[src/design/shrl_pkg.sv]
package shrl_pkg;
  localparam int unsigned CLK_HZ      = 40_000_000;
  localparam int unsigned FIFO_DEPTH  = 16;
  localparam int unsigned FIFO_WIDTH  = 8;
  localparam logic [7:0]  CH_COLON    = 8'h3a;
  localparam logic [7:0]  CH_UPPER_A  = 8'h41;
  localparam logic [7:0]  CH_UPPER_C  = 8'h43;
  localparam logic [7:0]  CH_CTRL_Z   = 8'h1a;
  localparam logic [7:0]  REC_DATA    = 8'h00;
  localparam logic [7:0]  REC_EOF     = 8'h01;
  localparam logic [7:0]  REC_SEG     = 8'h02;
  localparam logic [7:0]  REC_START   = 8'h03;
  localparam logic [3:0]  BANK_MASK_RST = 4'h1;
  localparam logic [19:0] ADDR_ZERO   = 20'h00000;
  // Bit-period divisors (sys_clk cycles), indexed by switch code {p6,p7,p8}
  // with OFF = 1; 110 baud is code 0.
  localparam logic [19:0] BAUD_DIV [8] = '{
    20'(CLK_HZ / 110),  20'(CLK_HZ / 150),  20'(CLK_HZ / 300),
    20'(CLK_HZ / 1200), 20'(CLK_HZ / 2400), 20'(CLK_HZ / 4800),
    20'(CLK_HZ / 9600), 20'(CLK_HZ / 19200)};

  typedef struct packed {
    logic [3:0]  bank;
    logic [15:0] addr;
    logic [7:0]  data;
  } shrl_wr_t;

  typedef struct packed {
    logic [2:0] baudCode;
    logic       extCtlEn;
    logic       parityEn;
    logic       parityOdd;
    logic       sevenBits;
    logic       oneStop;
  } shrl_cfg_t;

  typedef enum logic [3:0] {
    SHRL_IDLE  = 4'b0000,
    SHRL_CNT   = 4'b0001,
    SHRL_ADDR  = 4'b0011,
    SHRL_TYPE  = 4'b0010,
    SHRL_DATA  = 4'b0110,
    SHRL_SUM   = 4'b0111,
    SHRL_DONE  = 4'b0101,
    SHRL_ERR   = 4'b0100
  } shrl_state_t;
endpackage : shrl_pkg

[src/design/shrl_loader.sv]
`timescale 1ns/1ps
// Function
// - Half duplex, never echo received characters.
// - Honour request/clear-to-send flow control.
// - Handshake lines inverted inside the device.
// - Accept seven-bit and eight-bit characters transparently.
// - Baud rate from switch positions 8,7,6.
// - Position 5 ON: upper-case C enters external control.
// - Position 4 parity enable, 3 parity sense.
// - Position 2 data bits, 1 stop bits.
// - Self-test reports switch byte, position n bit n-1.
// - Self-test sends A's, then shows received chars.
// - Dumps 8-bit, start at socket 1 address.
// - Colon-hex dumps beyond 64K; others limited 64K.
// - Send control-Z after dump end record.
// - Record starts colon, two-digit count, max 255.
// - Address, type, data digit pairs, consecutive addresses.
// - Types 00 data, 01 eof, 02 segment, 03 ignored.
// - All record bytes sum to zero modulo 256.
// - Type 02 value times sixteen forms segment base.
// - Top digit truncated to bank, low 16 in-bank.
// - 8-bit mode stores unmodified in-bank address.
// - 16-bit mode: shift right, complemented A0 on top.
// - Binary loads start at zero plus offset.
module shrl_loader
  import shrl_pkg::*;
(
  input  wire logic        sys_clk,
  input  wire logic        reset,
  input  wire logic        clkEn,
  input  wire logic        serialIn,
  output logic             serialOut,
  input  wire logic        reqToSend_n,
  output logic             clearToSend_n,
  input  wire logic [7:0]  config_switch_value,
  input  wire logic        sixteenBitMode,
  input  wire logic        binaryMode,
  input  wire logic [19:0] binaryOffset,
  input  wire logic [3:0]  bankMask,
  input  wire logic        selfTestSend,
  input  wire logic        dumpStart,
  input  wire logic        dumpHexFormat,
  input  wire logic [19:0] socket1_start_address,
  input  wire logic [19:0] dumpLength,
  output logic [7:0]       switchReport,
  output logic [7:0]       rxChar,
  output logic             rxCharValid,
  output logic             parityError,
  output logic             framingError,
  output logic             external_control_mode,
  output shrl_wr_t         ramWrite,
  output logic             ramWriteValid,
  input  wire logic        ramWriteReady,
  output logic [19:0]      dumpReadAddr,
  input  wire logic [7:0]  dumpReadData,
  output logic             dumpBusy,
  output logic             loadError,
  output logic             loadDone,
  output logic [15:0]      errorRecordAddr
);
  shrl_cfg_t cfg;
  // Switch ON reads as 0 on the pins; an ON position n becomes bit n-1 set.
  assign cfg = '{baudCode:  {config_switch_value[5], config_switch_value[6],
                             config_switch_value[7]},
                 extCtlEn:  ~config_switch_value[4],
                 parityEn:  config_switch_value[3],
                 parityOdd: ~config_switch_value[2],
                 sevenBits: ~config_switch_value[1],
                 oneStop:   ~config_switch_value[0]};

  logic [19:0] bitDiv;
  logic [7:0]  onMask;
  assign onMask = ~config_switch_value;
  // Code index: bit2 = pos6 OFF, bit1 = pos7 OFF, bit0 = pos8 OFF.
  assign bitDiv = BAUD_DIV[cfg.baudCode];

  // Receiver: each bit is sampled in the middle of its period.
  logic [19:0] rxCnt;
  logic [3:0]  rxBit;
  logic [8:0]  rxShift;
  logic        rxBusy;
  logic [3:0]  rxLast;
  assign rxLast = 4'(cfg.sevenBits ? 7 : 8) + 4'(cfg.parityEn);

  logic       rxStrobe;
  logic [7:0] rxWord;
  always_ff @(posedge sys_clk) begin
    if (reset) begin
      rxCnt <= '0; rxBit <= '0; rxShift <= '0; rxBusy <= 1'b0;
      rxStrobe <= 1'b0; rxWord <= '0;
      parityError <= 1'b0; framingError <= 1'b0;
    end else if (clkEn) begin
      rxStrobe <= 1'b0;
      if (!rxBusy) begin
        if (!serialIn) begin
          rxBusy <= 1'b1;
          rxBit  <= '0;
          rxCnt  <= {1'b0, bitDiv[19:1]};
        end
      end else if (rxCnt == '0) begin
        rxCnt <= bitDiv;
        if (rxBit == '0 && serialIn) begin
          rxBusy <= 1'b0;
        end else if (rxBit == rxLast + 4'd1) begin
          rxBusy   <= 1'b0;
          rxStrobe <= 1'b1;
          rxWord   <= cfg.sevenBits ? {1'b0, rxShift[8-cfg.parityEn -: 7]}
                                    : (cfg.parityEn ? rxShift[7:0]
                                                    : rxShift[8:1]);
          framingError <= !serialIn;
          // Data and parity bits together must show the selected sense.
          parityError  <= cfg.parityEn &&
                          ((cfg.sevenBits ? ^rxShift[8:1] : ^rxShift[8:0])
                           != cfg.parityOdd);
        end else begin
          if (rxBit != '0) begin
            rxShift <= {serialIn, rxShift[8:1]};
          end
          rxBit <= rxBit + 4'd1;
        end
      end else begin
        rxCnt <= rxCnt - 20'd1;
      end
    end
  end

  // Received bytes wait in the FIFO; a full FIFO drops clear-to-send.
  logic [7:0] fifoData;
  logic       fifoValid;
  logic       fifoReady;
  logic       fifoInReady;
  logic       loadBusy;
  shrl_fifo #(.WIDTH(FIFO_WIDTH), .DEPTH(FIFO_DEPTH)) u_fifo (
    .sys_clk (sys_clk),
    .reset   (reset),
    .clkEn   (clkEn),
    .inData  (rxWord),
    .inValid (rxStrobe),
    .inReady (fifoInReady),
    .outData (fifoData),
    .outValid(fifoValid),
    .outReady(fifoReady)
  );

  always_ff @(posedge sys_clk) begin
    if (reset) begin
      clearToSend_n <= 1'b1;
    end else if (clkEn) begin
      // Granted only while the host asserts request (low inside).
      clearToSend_n <= !((!reqToSend_n) && fifoInReady);
    end
  end

  always_ff @(posedge sys_clk) begin
    if (reset) begin
      rxChar <= '0; rxCharValid <= 1'b0; external_control_mode <= 1'b0;
      switchReport <= '0;
    end else if (clkEn) begin
      switchReport <= onMask;
      rxCharValid  <= fifoValid && fifoReady;
      if (fifoValid && fifoReady) begin
        rxChar <= fifoData;
        if (cfg.extCtlEn && fifoData == CH_UPPER_C && !loadBusy) begin
          external_control_mode <= 1'b1;
        end
      end
    end
  end

  // Record parser: hex digits arrive high digit first.
  shrl_state_t state;
  logic [3:0]  nib;
  logic        isHex;
  logic        hiHalf;
  logic [7:0]  hiNib;
  logic [2:0]  fieldIdx;
  logic [7:0]  count;
  logic [15:0] recAddr;
  logic [7:0]  recType;
  logic [7:0]  sum;
  logic [15:0] segVal;
  logic [19:0] segBase;
  logic [19:0] absAddr;
  logic [7:0]  byteVal;
  logic        byteDone;
  logic        pendWr;

  assign loadBusy  = state != SHRL_IDLE && state != SHRL_DONE &&
                     state != SHRL_ERR;
  assign fifoReady = !pendWr;
  assign isHex = (fifoData >= 8'h30 && fifoData <= 8'h39) ||
                 (fifoData >= 8'h41 && fifoData <= 8'h46) ||
                 (fifoData >= 8'h61 && fifoData <= 8'h66);
  assign nib = fifoData <= 8'h39 ? 4'(fifoData - 8'h30)
                                  : 4'(fifoData[3:0] + 4'd9);
  assign byteVal  = {hiNib[3:0], nib};
  assign byteDone = fifoValid && fifoReady && isHex && !hiHalf;

  always_ff @(posedge sys_clk) begin
    if (reset) begin
      state <= SHRL_IDLE; hiHalf <= 1'b1; hiNib <= '0; fieldIdx <= '0;
      count <= '0; recAddr <= '0; recType <= '0; sum <= '0;
      segBase <= ADDR_ZERO; absAddr <= ADDR_ZERO;
      loadError <= 1'b0; loadDone <= 1'b0; errorRecordAddr <= '0;
      segVal <= '0;
    end else if (clkEn && fifoValid && fifoReady) begin
      if (binaryMode) begin
        absAddr <= absAddr + 20'd1;
      end else if (fifoData == CH_COLON && !loadBusy) begin
        state <= SHRL_CNT; hiHalf <= 1'b1; sum <= '0; fieldIdx <= '0;
        loadDone <= 1'b0;
      end else if (loadBusy && !isHex) begin
        state <= SHRL_ERR; loadError <= 1'b1;
        errorRecordAddr <= recAddr;
      end else if (loadBusy) begin
        hiHalf <= !hiHalf;
        hiNib  <= {4'h0, nib};
        if (byteDone) begin
          sum <= sum + byteVal;
          fieldIdx <= fieldIdx + 3'd1;
          unique case (state)
            SHRL_CNT: begin
              count <= byteVal; state <= SHRL_ADDR; fieldIdx <= '0;
            end
            SHRL_ADDR: begin
              recAddr <= {recAddr[7:0], byteVal};
              if (fieldIdx == 3'd1) state <= SHRL_TYPE;
            end
            SHRL_TYPE: begin
              recType <= byteVal;
              absAddr <= segBase + {4'h0, recAddr};
              fieldIdx <= '0;
              state <= count == '0 ? SHRL_SUM : SHRL_DATA;
            end
            SHRL_DATA: begin
              if (recType == REC_SEG) segVal <= {segVal[7:0], byteVal};
              if (recType == REC_DATA) absAddr <= absAddr + 20'd1;
              count <= count - 8'd1;
              if (count == 8'd1) state <= SHRL_SUM;
            end
            SHRL_SUM: begin
              if (sum + byteVal != 8'h00) begin
                state <= SHRL_ERR; loadError <= 1'b1;
                errorRecordAddr <= recAddr;
              end else begin
                state <= recType == REC_EOF ? SHRL_DONE : SHRL_IDLE;
                loadDone <= recType == REC_EOF;
                if (recType == REC_SEG) begin
                  segBase <= {segVal, 4'h0};
                end
              end
            end
            default: state <= SHRL_IDLE;
          endcase
        end
      end
    end
  end

  // Writes hold the FIFO while the RAM stalls, so the FIFO fills back.
  logic [19:0] wrAddr;
  logic        wrEn;
  assign wrAddr = binaryMode ? absAddr + binaryOffset : absAddr;
  assign wrEn = binaryMode ||
                (state == SHRL_DATA && byteDone && recType == REC_DATA);
  assign pendWr = ramWriteValid && !ramWriteReady;

  always_ff @(posedge sys_clk) begin
    if (reset) begin
      ramWrite <= '0; ramWriteValid <= 1'b0;
    end else if (clkEn) begin
      if (ramWriteValid && ramWriteReady) ramWriteValid <= 1'b0;
      if (fifoValid && fifoReady && wrEn) begin
        ramWriteValid <= 1'b1;
        ramWrite.bank <= wrAddr[19:16] & bankMask;
        ramWrite.data <= binaryMode ? fifoData : byteVal;
        ramWrite.addr <= sixteenBitMode
                         ? {~wrAddr[0], wrAddr[15:1]}
                         : wrAddr[15:0];
      end
    end
  end

  // Transmitter for the self-test characters and for dumps.
  logic [19:0] txCnt;
  logic [3:0]  txBit;
  logic [11:0] txShift;
  logic        txBusy;
  logic [7:0]  txByte;
  logic        txLoad;
  logic [19:0] dumpLeft;
  logic        sendZ;
  logic [3:0]  txFrameLen;
  assign txFrameLen = 4'd1 + (cfg.sevenBits ? 4'd7 : 4'd8) +
                      4'(cfg.parityEn) + (cfg.oneStop ? 4'd1 : 4'd2);

  assign txLoad = !txBusy && !reqToSend_n && !rxBusy &&
                  (selfTestSend || dumpBusy || sendZ);
  assign txByte = selfTestSend ? CH_UPPER_A
                : (dumpBusy ? dumpReadData : CH_CTRL_Z);

  logic       par;
  assign par = (cfg.sevenBits ? ^txByte[6:0] : ^txByte) ^ cfg.parityOdd;

  always_ff @(posedge sys_clk) begin
    if (reset) begin
      txCnt <= '0; txBit <= '0; txShift <= '1; txBusy <= 1'b0;
      serialOut <= 1'b1;
    end else if (clkEn) begin
      if (txLoad) begin
        txBusy <= 1'b1; txBit <= '0; txCnt <= bitDiv;
        txShift <= cfg.sevenBits
          ? (cfg.parityEn ? {3'b111, par, txByte[6:0], 1'b0}
                          : {4'b1111, txByte[6:0], 1'b0})
          : (cfg.parityEn ? {2'b11, par, txByte, 1'b0}
                          : {3'b111, txByte, 1'b0});
        serialOut <= 1'b0;
      end else if (txBusy) begin
        if (txCnt == '0) begin
          txCnt <= bitDiv;
          txBit <= txBit + 4'd1;
          txShift <= {1'b1, txShift[11:1]};
          serialOut <= txShift[1];
          if (txBit == txFrameLen - 4'd1) begin
            txBusy <= 1'b0; serialOut <= 1'b1;
          end
        end else begin
          txCnt <= txCnt - 20'd1;
        end
      end
    end
  end

  always_ff @(posedge sys_clk) begin
    if (reset) begin
      dumpBusy <= 1'b0; dumpReadAddr <= ADDR_ZERO; dumpLeft <= '0;
      sendZ <= 1'b0;
    end else if (clkEn) begin
      if (dumpStart && !dumpBusy) begin
        dumpBusy <= 1'b1;
        dumpReadAddr <= socket1_start_address;
        // Only the colon-hex format may exceed 64K bytes.
        dumpLeft <= (!dumpHexFormat && dumpLength > 20'h10000)
                    ? 20'h10000 : dumpLength;
      end else if (txLoad && dumpBusy) begin
        dumpReadAddr <= dumpReadAddr + 20'd1;
        dumpLeft <= dumpLeft - 20'd1;
        if (dumpLeft == 20'd1) begin
          dumpBusy <= 1'b0; sendZ <= 1'b1;
        end
      end else if (txLoad && sendZ) begin
        sendZ <= 1'b0;
      end
    end
  end
endmodule : shrl_loader

[src/design/shrl_fifo.sv]
`timescale 1ns/1ps
module shrl_fifo #(
  parameter int unsigned WIDTH = 8,
  parameter int unsigned DEPTH = 16
) (
  input  wire logic             sys_clk,
  input  wire logic             reset,
  input  wire logic             clkEn,
  input  wire logic [WIDTH-1:0] inData,
  input  wire logic             inValid,
  output logic                  inReady,
  output logic [WIDTH-1:0]      outData,
  output logic                  outValid,
  input  wire logic             outReady
);
  localparam int unsigned AW = $clog2(DEPTH);
  logic [WIDTH-1:0] mem [DEPTH];
  logic [AW-1:0]    wrPtr;
  logic [AW-1:0]    rdPtr;
  logic [AW:0]      count;
  logic             push;
  logic             pop;

  assign push     = clkEn && inValid && inReady;
  assign pop      = clkEn && outValid && outReady;
  assign inReady  = count != (AW+1)'(DEPTH);
  assign outValid = count != '0;
  assign outData  = mem[rdPtr];

  always_ff @(posedge sys_clk) begin
    if (push) begin
      mem[wrPtr] <= inData;
    end
  end

  always_ff @(posedge sys_clk) begin
    if (reset) begin
      wrPtr <= '0;
      rdPtr <= '0;
      count <= '0;
    end else begin
      if (push) begin
        wrPtr <= wrPtr + 1'b1;
      end
      if (pop) begin
        rdPtr <= rdPtr + 1'b1;
      end
      if (push && !pop) begin
        count <= count + 1'b1;
      end else if (pop && !push) begin
        count <= count - 1'b1;
      end
    end
  end
endmodule : shrl_fifo

[config.mk]
export PLATFORM = sky130hd
export DESIGN_NAME = shrl_loader
export DESIGN_NICKNAME = d
export VERILOG_FILES = /design/src/design/shrl_pkg.sv /design/src/design/shrl_loader.sv /design/src/design/shrl_fifo.sv
export SDC_FILE = /design/constraint.sdc
export NUM_CORES = 1
export LEC_CHECK = 0
export ABC_AREA = 1
export CAP_MARGIN = 0
export CORE_MARGIN = 4
export CORE_UTILIZATION = 25
export DETAILED_ROUTE_END_ITERATION = 10
export DONT_BUFFER_PORTS = 1
export GPL_TIMING_DRIVEN = 0
export PLACE_DENSITY_LB_ADDON = 0.2
export SYNTH_ARGS = -nofsm -noshare
export SYNTH_HDL_FRONTEND = slang
export SYNTH_SLANG_ARGS = --single-unit
export TNS_END_PERCENT = 1
[constraint.sdc]
create_clock -name sys_clk -period 6.6 [get_ports sys_clk]
set_input_delay 0.66 -clock sys_clk [delete_from_list [all_inputs] [get_ports sys_clk]]
set_output_delay 0.66 -clock sys_clk [all_outputs]
set_load 0.02 [all_outputs]
==> results of run 1 <==
## area by class of cell
cell class              count  area, um^2  area share [%]
multi-input cells        2425       12300            44.2
flip-flops and latches    436       10000            36.1
well taps                1276        1600            5.76
clock buffers              73        1570            5.65
inverters                 365        1370            4.94
plain buffers             142         671            2.42
clock inverters            30         228           0.822
diodes                      3        7.51          0.0271
## registers in the layout, indices dropped and copies added, names as in the netlist, 5 cells and up, named ones only
name,cells
count,8
u_fifo.mem,128
dumpReadAddr,20
dumpLeft,20
errorRecordAddr,16
sum,8
recType,8
u_fifo.count,5
switchReport,8
rxChar,8
rxCnt,20
rxShift,9
ramWrite,28
rxWord,8
txCnt,20
absAddr,20
recAddr,16
txShift,9
segBase,16
segVal,16
## report_power, final
group | switching [uW] | internal, uW | total [uW]
clock | 1300 | 1710 | 3010
combinational | 1640 | 692 | 2330
sequential | 282 | 2900 | 3180
total | 3220 | 5310 | 8530
## stage by stage
stage	std cells	worst slack (ps)	total power, uW	hold WS, ps
3_5_place_dp	4644	825	5570	453
6_report	4750	762	8530	93.9
5_1_grt	4748	212	9010	67.4
2_1_floorplan	3368	2370	4720	435
4_1_cts	4747	792	8630	41.6
3_3_place_gp	4644	780	5570	452
## worst paths after layout
path | startpoint | to | slack, ps | cells after the start
setup / recovery | flip-flop | errorRecordAddr[10]$_SDFFE_PP0P_ | 760 | 32
hold / removal | config_switch_value[2] | switchReport[2]$_SDFFE_PP0P_ | 90 | 1
setup reg to reg | flip-flop | errorRecordAddr[10]$_SDFFE_PP0P_ | 760 | 32
hold reg to reg | rxStrobe$_SDFFE_PP0P_ | rxStrobe$_SDFFE_PP0P_ | 470 | 2
## logic make-up (layout without fill, tap and decap cells)
kind of cell    count (synthesis)  count (layout)  synth area share (%)
simple gates                 1610            1610                  27.9
compound gates                636             636                  14.6
buf+inv                       507             610                  8.40
flops                         436             436                  41.2
xor+xnor                       95              95                  3.45
fa+ha+maj                      82              82                  4.41
mux                             2               2                0.0824
other cells                     0               3                     0
## routing by layer
layer / share of wire [%] / track usage (%) / up-vias
li1: - / - / 11233
met1: 48 / 23.3 / 10387
met2: 44 / 26.3 / 563
met3: 6.6 / 3.47 / 99
met4: 1.9 / 3.71 / 0
met5: 0 / 0 / -
## critical path: cells and delay by family, from the launching register on
family	cells	cell delay (ps)
flip-flops	1	330
AND/OR/NAND/NOR	17	1790
adder cells (fa/ha/maj)	3	950
XOR/XNOR	2	830
AO/OA/AOI/OAI	3	630
buffers and inverters	7	1170
## layout by cell type, fill, tap and decap left out, types with 9 or more instances in the layout
| master | count |
|---|---|
| a221oi_1 | 14 |
| nor4_1 | 19 |
| xor2_1 | 57 |
| nor2_1 | 514 |
| clkinv_2 | 12 |
| nand3_1 | 205 |
| nor2_2 | 25 |
| clkinv_1 | 13 |
| nand4_1 | 30 |
| o21ai_1 | 11 |
| a31oi_1 | 29 |
| buf_2 | 29 |
| nor3_1 | 45 |
| buf_6 | 12 |
| xnor2_1 | 37 |
| o21ai_0 | 278 |
| dfxtp_1 | 308 |
| o211ai_1 | 35 |
| a211oi_1 | 12 |
| edfxtp_1 | 128 |
| or2_2 | 10 |
| clkbuf_1 | 96 |
| buf_1 | 10 |
| clkbuf_16 | 57 |
| ha_1 | 76 |
| inv_1 | 352 |
| o221ai_1 | 9 |
| nand2_1 | 718 |
| a21oi_1 | 206 |
| nand3b_1 | 14 |
==> summary.md, run 1 <==
| Metric | Value |
|---|---|
| Startpoint Class | `flip-flop` |
| Total gr overflow | `0` |
| Final #Nets | `about 3,600` |
| Critical path data required time | `7130 ps` |
| Final instance area | `about 28,000 um^2` |
| CP dominant cell by count | `nand2_1` |
| Slew margin rel. | `between 20% and 30%` |
| Mapped Nets | `roughly 3,500` |
| Synthesized flop and latch total | `roughly 440` |
| Synth top area cells | `dfxtp_1, edfxtp_1, nand2_1` |
| Hold_buf cts | `0` |
| CP max FO | `10` |
| Top-area cell type share of the netlist area | `25.4%` |
| Num Clock Sinks | `~440` |
| Starting Density | `25.2%` |
| Async set or reset register ratio after synthesis | `0%` |
| Post-synth EDFFs | `about 130` |
| Core area | `~97,000 um^2` |
| Maximum vdd drop | `0.000206 V` |
| Vias/cell | `about 4.7` |
| First-pass GRT wire length | `132,000 um` |
| CTS Buf Count | `55` |
| Fin. max-slew vios | `0` |
| Vias in the first global route | `roughly 21,000` |
| Unrepaired setup endpoints after global routing | `no` |
| Peak Freq | `around 0.17 GHz` |
| DRC | `0` |
| All-Layer GR Usage | `around 17%` |
| Final TNS setup | `0 ps` |
| Ratio of cells with drive above 1 in the final layout | `~5.6%` |
| Initial antenna violation count | `5` |
| Synth warn | `0` |
| Synth area leader | `dfxtp_1` |
| CTS tree | `yes` |
| DRT iter0 DRCs | `1,479` |
| Status | `finished clean` |
| Max Clock Skew | `a little over 40 ps` |
| Worst setup EP type | `flip-flop` |
| Minimum clock period | `roughly 6000 ps` |
| Most frequent cells after synthesis | `nand2_1, nor2_1, inv_1` |
| Maximum clock insertion buffer count | `3` |
| Max incr delay on CP | `approximately 640 ps` |
| Post-Synthesis Mean Instance Area | `around 7.2 um^2` |
| Pwr/cell area | `308 nW/um^2` |
| Hpwl dp | `around 66,000 um` |
| Critical path's slowest cell | `xor2_2` |
| I/O Pins | `approximately 180` |
| Drt first pass iters | `5` |
| Final RePlAce weighted congestion | `0.847` |
| Max-Cap Viols | `0` |
| Fillcell total | `between 10,000 and 15,000` |
| Synth cell types | `~60` |
| Row count | `between 100 and 150` |
| Post-Syn Area | `approximately 24,000 um^2` |
| Skew-Pair Late Insertion Delay | `roughly 650 ps` |
| Largest net degree at the start of global routing | `18` |
| Die Wd | `320 um` |
| Leak pwr | `about 0.012 uW` |
| Clock Pin Slew Worst Setup and Hold Paths | `60 ps` |
| Class of the worst hold path | `primary input to flip-flop` |
| Seq/Total Area, Yosys | `41.2%` |
| Final setup violation count | `0` |
| Worst setup path class | `flip-flop to flip-flop` |
| Gate Count Post-Synth | `3,368` |
| Avg WL per Cell | `between 15 and 20 um` |
| CTS root buffer | `clkbuf_16` |
| Final core area utilization | `between 20% and 30%` |
| # H-tree levels | `2` |
| CTS resizes | `0` |
| Least-Margin Pin Slew | `1180 ps` |
| Most frequent cell after synthesis | `nand2_1` |
| Final hold viol count | `0` |
| Synth-to-Final Area Change | `14.0%` |
| Routed wire length | `about 88,000 um` |
| Main synth FF type | `dfxtp_1` |
| Crit path DAT | `~6400 ps` |
| Die area | `102,000 um^2` |
| Post-route clock period utilization | `88.5%` |
| Die Ht | `between 300 and 400 um` |
| Post-CTS Setup Bufs | `0` |
| DR vias | `around 22,000` |
| Remaining antenna violation count after routing | `0` |
| Port bufs | `0` |
| Cell Area, Placed | `25,900 um^2` |
Note: power is estimated with default switching activity, not from simulation.
==> run 2, diff against run 1 <==
- ABC_AREA: 1 -> not set
==> summary.md, run 2 <==
| Metric | Value |
|---|---|
| Post-Syn Area | `22,900 um^2` |
| Starting Density | `about 25%` |
| Most frequent cells in the layout | `nor2_1, dfxtp_1, nand2_1` |
| Mapped Nets | `about 2,700` |
| CTS Buf Count | `53` |
| All-Layer GR Usage | `roughly 16%` |
| Slew margin rel. | `between 10% and 20%` |
| Startpoint Class | `flip-flop` |
| Class of the worst hold path | `primary input to flip-flop` |
| Max-Cap Viols | `0` |
| Final hold viol count | `0` |
| Peak Freq | `about 0.16 GHz` |
| Gate Count Post-Synth | `between 2,000 and 3,000` |
| Largest register FFs | `128` |
| Top-area cell type share of the netlist area | `around 27%` |
| Seq/Total Area, Yosys | `43.6%` |
| Final RePlAce weighted congestion | `approximately 0.90` |
| Critical path data required time | `7090 ps` |
| Num Clock Sinks | `436` |
| Status | `finished clean` |
| Vias/cell | `roughly 5.2` |
| Total gr overflow | `0` |
| Biggest register | `u_fifo.mem` |
| Total power draw | `slightly below 7000 uW` |
| DRC | `0` |
| Initial antenna violation count | `4` |
| Minimum clock period | `6140 ps` |
| Post-Synthesis Mean Instance Area | `about 9 um^2` |
| Maximum vdd drop | `between 0.00015 and 0.0002 V` |
| Worst setup EP type | `flip-flop` |
| Maximum clock insertion buffer count | `3` |
| Hpwl dp | `a little over 60,000 um` |
| Synth-to-Final Area Change | `15.5%` |
| Remaining antenna violation count after routing | `0` |
| Post-route clock period utilization | `between 90 and 100%` |
| DRT iter0 DRCs | `about 1,800` |
| Synth top area cells | `dfxtp_1, edfxtp_1, a21oi_1` |
| Die Ht | `approximately 310 um` |
| Synth area leader | `dfxtp_1` |
| Post-synth EDFFs | `roughly 130` |
| Routed wire length | `82,700 um` |
| Reg area | `10,000 um^2` |
| Pwr/cell area | `260 nW/um^2` |
| Synthesized flop and latch total | `between 400 and 500` |
| Cell Count, Final, Fillers Out | `3,822` |
| DR vias | `about 20,000` |
| Final setup violation count | `0` |
| Clock Pin Slew Worst Setup and Hold Paths | `~60 ps` |
| Drt first pass iters | `5` |
| Synth warn | `0` |
| Worst setup path class | `flip-flop to flip-flop` |
| Avg WL per Cell | `approximately 22 um` |
| Most frequent cells after synthesis | `nor2_1, dfxtp_1, nand2_1` |
| First-pass GRT wire length | `~120,000 um` |
| Largest net degree at the start of global routing | `18` |
| Die Wd | `between 300 and 400 um` |
| Biggest regs | `u_fifo.mem: 128 flops, ramWrite: 28 flops` |
| Synth cell types | `90` |
| Fin. max-slew vios | `0` |
| Skew-Pair Late Insertion Delay | `630 ps` |
| Hold_ws | `123 ps` |
| Port bufs | `0` |
| Place WS | `-350 ps` |
| Placed cell count | `roughly 3,700` |
| CTS tree | `yes` |
| # H-tree levels | `2` |
| Main synth FF type | `dfxtp_1` |
| Ratio of cells with drive above 1 in the final layout | `7.42%` |
| Crit path DAT | `between 6000 and 7000 ps` |
| Commonest non-fill, non-tap cell in the layout | `nor2_1` |
| CP max FO | `10` |
| I/O Pins | `approximately 180` |
| Internal reg-to-reg setup slack | `460 ps` |
| Least-Margin Pin Slew | `1300 ps` |
| Row count | `110` |
| Die area | `roughly 97,000 um^2` |
| Core area | `roughly 91,000 um^2` |
| Worst setup margin | `~460 ps` |
| Area of the multi-input gates | `~12,000 um^2` |
| Async set or reset register ratio after synthesis | `0%` |
| Vias in the first global route | `roughly 19,000` |
| Max Clock Skew | `roughly 51 ps` |
| CTS root buffer | `clkbuf_16` |
| Hold_buf cts | `0` |
| Most frequent cell after synthesis | `nor2_1` |
| Leak pwr | `roughly 0.0095 uW` |
| Fillcell total | `approximately 9,500` |
| Final #Nets | `about 2,800` |
[run 2: cell count changes after synthesis, sizes merged, moves of 37 or more]
| cell | delta |
|---|---|
| nand2 | -436 |
| nor3 | +45 |
| mux2i | +77 |
| inv | -294 |
| mux4 | +37 |
| a211oi | +47 |
| nand3 | -134 |
| nor2 | -225 |
| o21ai | -162 |
[run 2: through the flow]
stage / TNS [ps] / util (%) / cell area (um^2)
after CTS: 0 / 29.2 / 26400
after floorplan: 0 / - / 22900
final: 0 / 29.3 / 26500
after global routing: -1.32 / 29.3 / 26500
after detailed placement: -5650 / 27.0 / 24400
after global placement: -2200 / 27.0 / 24400
[run 2: report_power, final]
| group | internal [uW] | switching, uW |
|---|---|---|
| sequential | 2790 | 67.0 |
| combinational | 238 | 493 |
| clock | 2040 | 1270 |
| total | 5070 | 1830 |
[run 2: layer usage]
layer  wire length, um  global-route usage (%)  up-vias
met5                 0                       0        -
met3              6660                    4.60      115
met1             37200                    22.1     9786
met2             36600                    25.7      651
met4              2180                    4.62        0
li1                  -                       -     9386
[run 2: cell type report]
| class | instances | share of cell area [%] |
|---|---|---|
| Multi-Input combinational cell | 1887 | 45.5 |
| Sequential cell | 436 | 37.8 |
| Tap cell | 1176 | 5.55 |
| Clock buffer | 61 | 5.27 |
| Buffer | 149 | 2.63 |
| Clock inverter | 38 | 2.21 |
| Inverter | 67 | 0.949 |
| Timing Repair Buffer | 5 | 0.123 |
| Antenna cell | 3 | 0.0283 |
[run 2: worst max-delay path, stage by stage, from the launching register on]
cell      delay, ps
dfxtp_1         330
buf_6           160
buf_12          170
buf_6           200
mux4_2          540
nor2b_1         150
a211oi_1        280
a21oi_2         120
inv_1           190
ha_1            230
nor2_1           70
nor2_1          190
o21ai_4         140
xnor2_4         320
ha_1            250
inv_1            60
fa_1            400
nand2b_1        160
a21oi_1         250
nand2_1         110
a311oi_2        410
nand4_1         140
mux2i_1         260
and4_1          300
buf_6           180
buf_12          150
mux2i_1         190
nor2_1           50
[run 2: cells by family (layout without fill, tap and decap cells)]
group                    count (synthesis)  in the layout  share of synthesized area (%)
AO/OA/AOI/OAI                          636            636                           17.5
XOR/XNOR                                92             92                           3.57
adder cells (fa/ha/maj)                 82             82                           4.67
buffers and inverters                  217            320                           4.16
flip-flops                             436            436                           43.6
multiplexers                           123            123                           7.52
other                                    0              3                              0
AND/OR/NAND/NOR                        954            954                           19.0
[run 2: timing repair]
| action | in CTS | in global routing |
|---|---|---|
| setup buffers | 0 | 2 |
| gates cloned | 0 | 0 |
| resized for setup | 4 | 6 |
| pin swaps | 0 | 1 |
| endpoints found under the setup margin | 34 | 34 |
[run 2: final timing paths]
check | from | endpoint | cells past startpoint
max | flip-flop | segBase[10]$_SDFFE_PP0P_ | 27
min | config_switch_value[0] | switchReport[0]$_SDFFE_PP0P_ | 1
max reg2reg | flip-flop | segBase[10]$_SDFFE_PP0P_ | 27
min reg2reg | txShift[6]$_SDFFE_PP1P_ | txShift[6]$_SDFFE_PP1P_ | 2
==> run 3, diff against run 2 <==
- CORE_UTILIZATION: 25 -> 47
- clock period: 6.6 -> 5.1 ns (I/O delays scaled with it)
==> summary.md, run 3 (synthesis gave the netlist of run 2 again) <==
| Metric | Value |
|---|---|
| Status | `finished, violations left` |
| Failing checks | `negative setup slack` |
| Routed wire length | `~72,000 um` |
| Worst setup margin | `-235 ps` |
| Least-Margin Pin Slew | `1150 ps` |
| Fillcell total | `4,322` |
| Die Wd | `between 200 and 250 um` |
| Vias/cell | `between 6 and 7` |
| Max Clock Skew | `slightly below 30 ps` |
| Met2 wire len | `32,600 um` |
| Post-Route M1 WL | `between 30,000 and 40,000 um` |
| Biggest register | `u_fifo.mem` |
| Maximum vdd drop | `between 0.0003 and 0.0004 V` |
| CP dominant cell by count | `buf_6` |
| First-pass GRT wire length | `~110,000 um` |
| Post-route clock period utilization | `105%` |
| Maximum clock insertion buffer count | `3` |
| Cell Area, Placed | `23,700 um^2` |
| CP max FO | `6` |
| Final instance area | `roughly 26,000 um^2` |
| Final #Nets | `2,809` |
| DRT iter0 DRCs | `roughly 2,000` |
| Leak pwr | `0.00971 uW` |
| Final RePlAce weighted congestion | `about 0.94` |
| Max layer used | `met4` |
| Total gr overflow | `0` |
| Die area | `between 50,000 and 60,000 um^2` |
| CTS root buffer | `clkbuf_16` |
| Remaining antenna violation count after routing | `0` |
| Final core area utilization | `54.5%` |
| Unrepaired setup endpoints after global routing | `yes` |
| Reg2reg end | `segBase[5]$_SDFFE_PP0P_` |
| Register-to-Register Path Depth | `24` |
| Class of the worst hold path | `primary input to flip-flop` |
| CTS Buf Count | `48` |
| Initial antenna violation count | `0` |
| Commonest non-fill, non-tap cell in the layout | `nor2_1` |
| Clock Pin Slew Worst Setup and Hold Paths | `approximately 60 ps` |
| Core area | `~48,000 um^2` |
| Final setup violation count | `34` |
| Hold Startpoint | `reqToSend_n` |
| Fin. max-slew vios | `0` |
| Critical path data required time | `between 5000 and 6000 ps` |
| Minimum clock period | `5330 ps` |
| Port bufs | `0` |
| Drt first pass iters | `7` |
| Pwr/cell area | `between 300 and 400 nW/um^2` |
| Crit path DAT | `5790 ps` |
| Met3 routed WL | `about 6000 um` |
| I/O Pins | `around 180` |
| Worst setup path class | `flip-flop to flip-flop` |
| DRC | `0` |
| Ratio of cells with drive above 1 in the final layout | `a little under a tenth` |
| CTS tree | `yes` |
| Skew-Pair Late Insertion Delay | `a little over 600 ps` |
| Critical path's slowest cell | `mux4_2` |
| Hpwl dp | `just over 50,000 um` |
| Avg WL per Cell | `between 20 and 25 um` |
| Synth-to-Final Area Change | `14.0%` |
| Internal reg-to-reg setup slack | `-230 ps` |
| Max incr delay on CP | `just over 600 ps` |
| Largest register FFs | `128` |
| # H-tree levels | `2` |
| Vias in the first global route | `19,115` |
| CP Cell Sequence | `buf_6, buf_4, mux4_2, mux4_2, ha_4, nor2_4, nor2_4, o21ai_4, nand2_1, o21ai_4, inv_1, fa_2, buf_6, xor2_2, nand3b_1, nor4_4, nand4b_1, mux2i_2, and4_1, buf_6, buf_6, buf_4, mux2i_1, nor2_1` |
| DR vias | `around 20,000` |
| Row count | `80` |
| Largest net degree at the start of global routing | `18` |
| Final TNS setup | `-5240 ps` |
| All-Layer GR Usage | `a little over a quarter` |
| Startpoint Class | `flip-flop` |
| Worst setup path end | `segBase[5]$_SDFFE_PP0P_` |
| Most frequent cells in the layout | `nor2_1, dfxtp_1, nand2_1` |
| Die Ht | `roughly 230 um` |
| Final hold viol count | `0` |
| Slew margin rel. | `23.5%` |
| Peak Freq | `0.187 GHz` |
| Max-Cap Viols | `0` |
| Biggest regs | `u_fifo.mem: 128 flops, ramWrite: 28 flops` |
| Num Clock Sinks | `436` |
| Starting Density | `around 48%` |
| Worst setup EP type | `flip-flop` |
run 3: changes by cell type in the layout (fill, tap and decap cells not counted), sizes merged:
cell | previous run | this run
diode | 3 | 1
dlygate4sd3 | 0 | 6
bufinv | 13 | 10
clkinv | 17 | 11
buf | 38 | 73
run 3: cell type report:
class	count	area, um^2	area share [%]
flip-flops and latches	436	10000	38.3
clock buffers	60	1290	4.92
inverters	67	255	0.976
plain buffers	150	743	2.84
clock inverters	29	443	1.69
repair buffers	46	412	1.57
well taps	615	769	2.94
diodes	1	2.50	0.00957
multi-input cells	1887	12200	46.8
run 3: power breakdown:
part / leakage [uW] / total [uW] / switching (uW) / internal [uW]
logic: 0.00490 / 922 / 611 / 310
clock network: 0.000825 / 3810 / 1500 / 2310
registers: 0.00398 / 3700 / 85.0 / 3610
total: 0.00971 / 8430 / 2200 / 6230
run 3: worst min path at each step:
stage	endpoint	slack [ps]	cells past startpoint
6_report	clearToSend_n$_SDFFE_PP1P_	50	2
5_1_grt	clearToSend_n$_SDFFE_PP1P_	40	2
4_1_cts	clearToSend_n$_SDFFE_PP1P_	20	2
3_5_place_dp	txShift[6]$_SDFFE_PP1P_	450	2
3_3_place_gp	txShift[6]$_SDFFE_PP1P_	430	2
2_1_floorplan	txShift[3]$_SDFFE_PP1P_	430	2
run 3: routing by layer:
layer | global-route usage, % | vias up
met5 | 0 | -
met4 | 7.80 | 0
met3 | 6.02 | 144
met2 | 41.5 | 858
met1 | 36.3 | 9839
li1 | - | 9451
run 3: stage by stage:
stage	cells	setup slack [ps]	power, uW	hold slack [ps]
after floorplan	2540	11.1	4410	425
after global placement	3155	-1140	4640	435
after detailed placement	3155	-1170	4660	445
after CTS	3281	-187	8460	20.0
after global routing	3290	-452	8730	42.3
final	3291	-235	8430	47.0
run 3: critical path: cells and delay by family, from the launching register on:
family / cells / cell delay, ps
xor gates and xnor gates: 1 / 190
DFF: 1 / 320
AOI/OAI and AO/OA: 2 / 370
buffers and inverters: 7 / 900
muxes: 4 / 1500
adders and majority gates: 2 / 650
and+or+nand+nor: 8 / 1260
run 3: timing repair:
action,4_1_cts,5_1_grt
cloned,1,0
endpoints found under the setup margin,39,36
resized for setup,57,4
endpoints found under the hold margin,6,0
hold buffers,6,0
pin swaps,25,16
buffers inserted,30,8
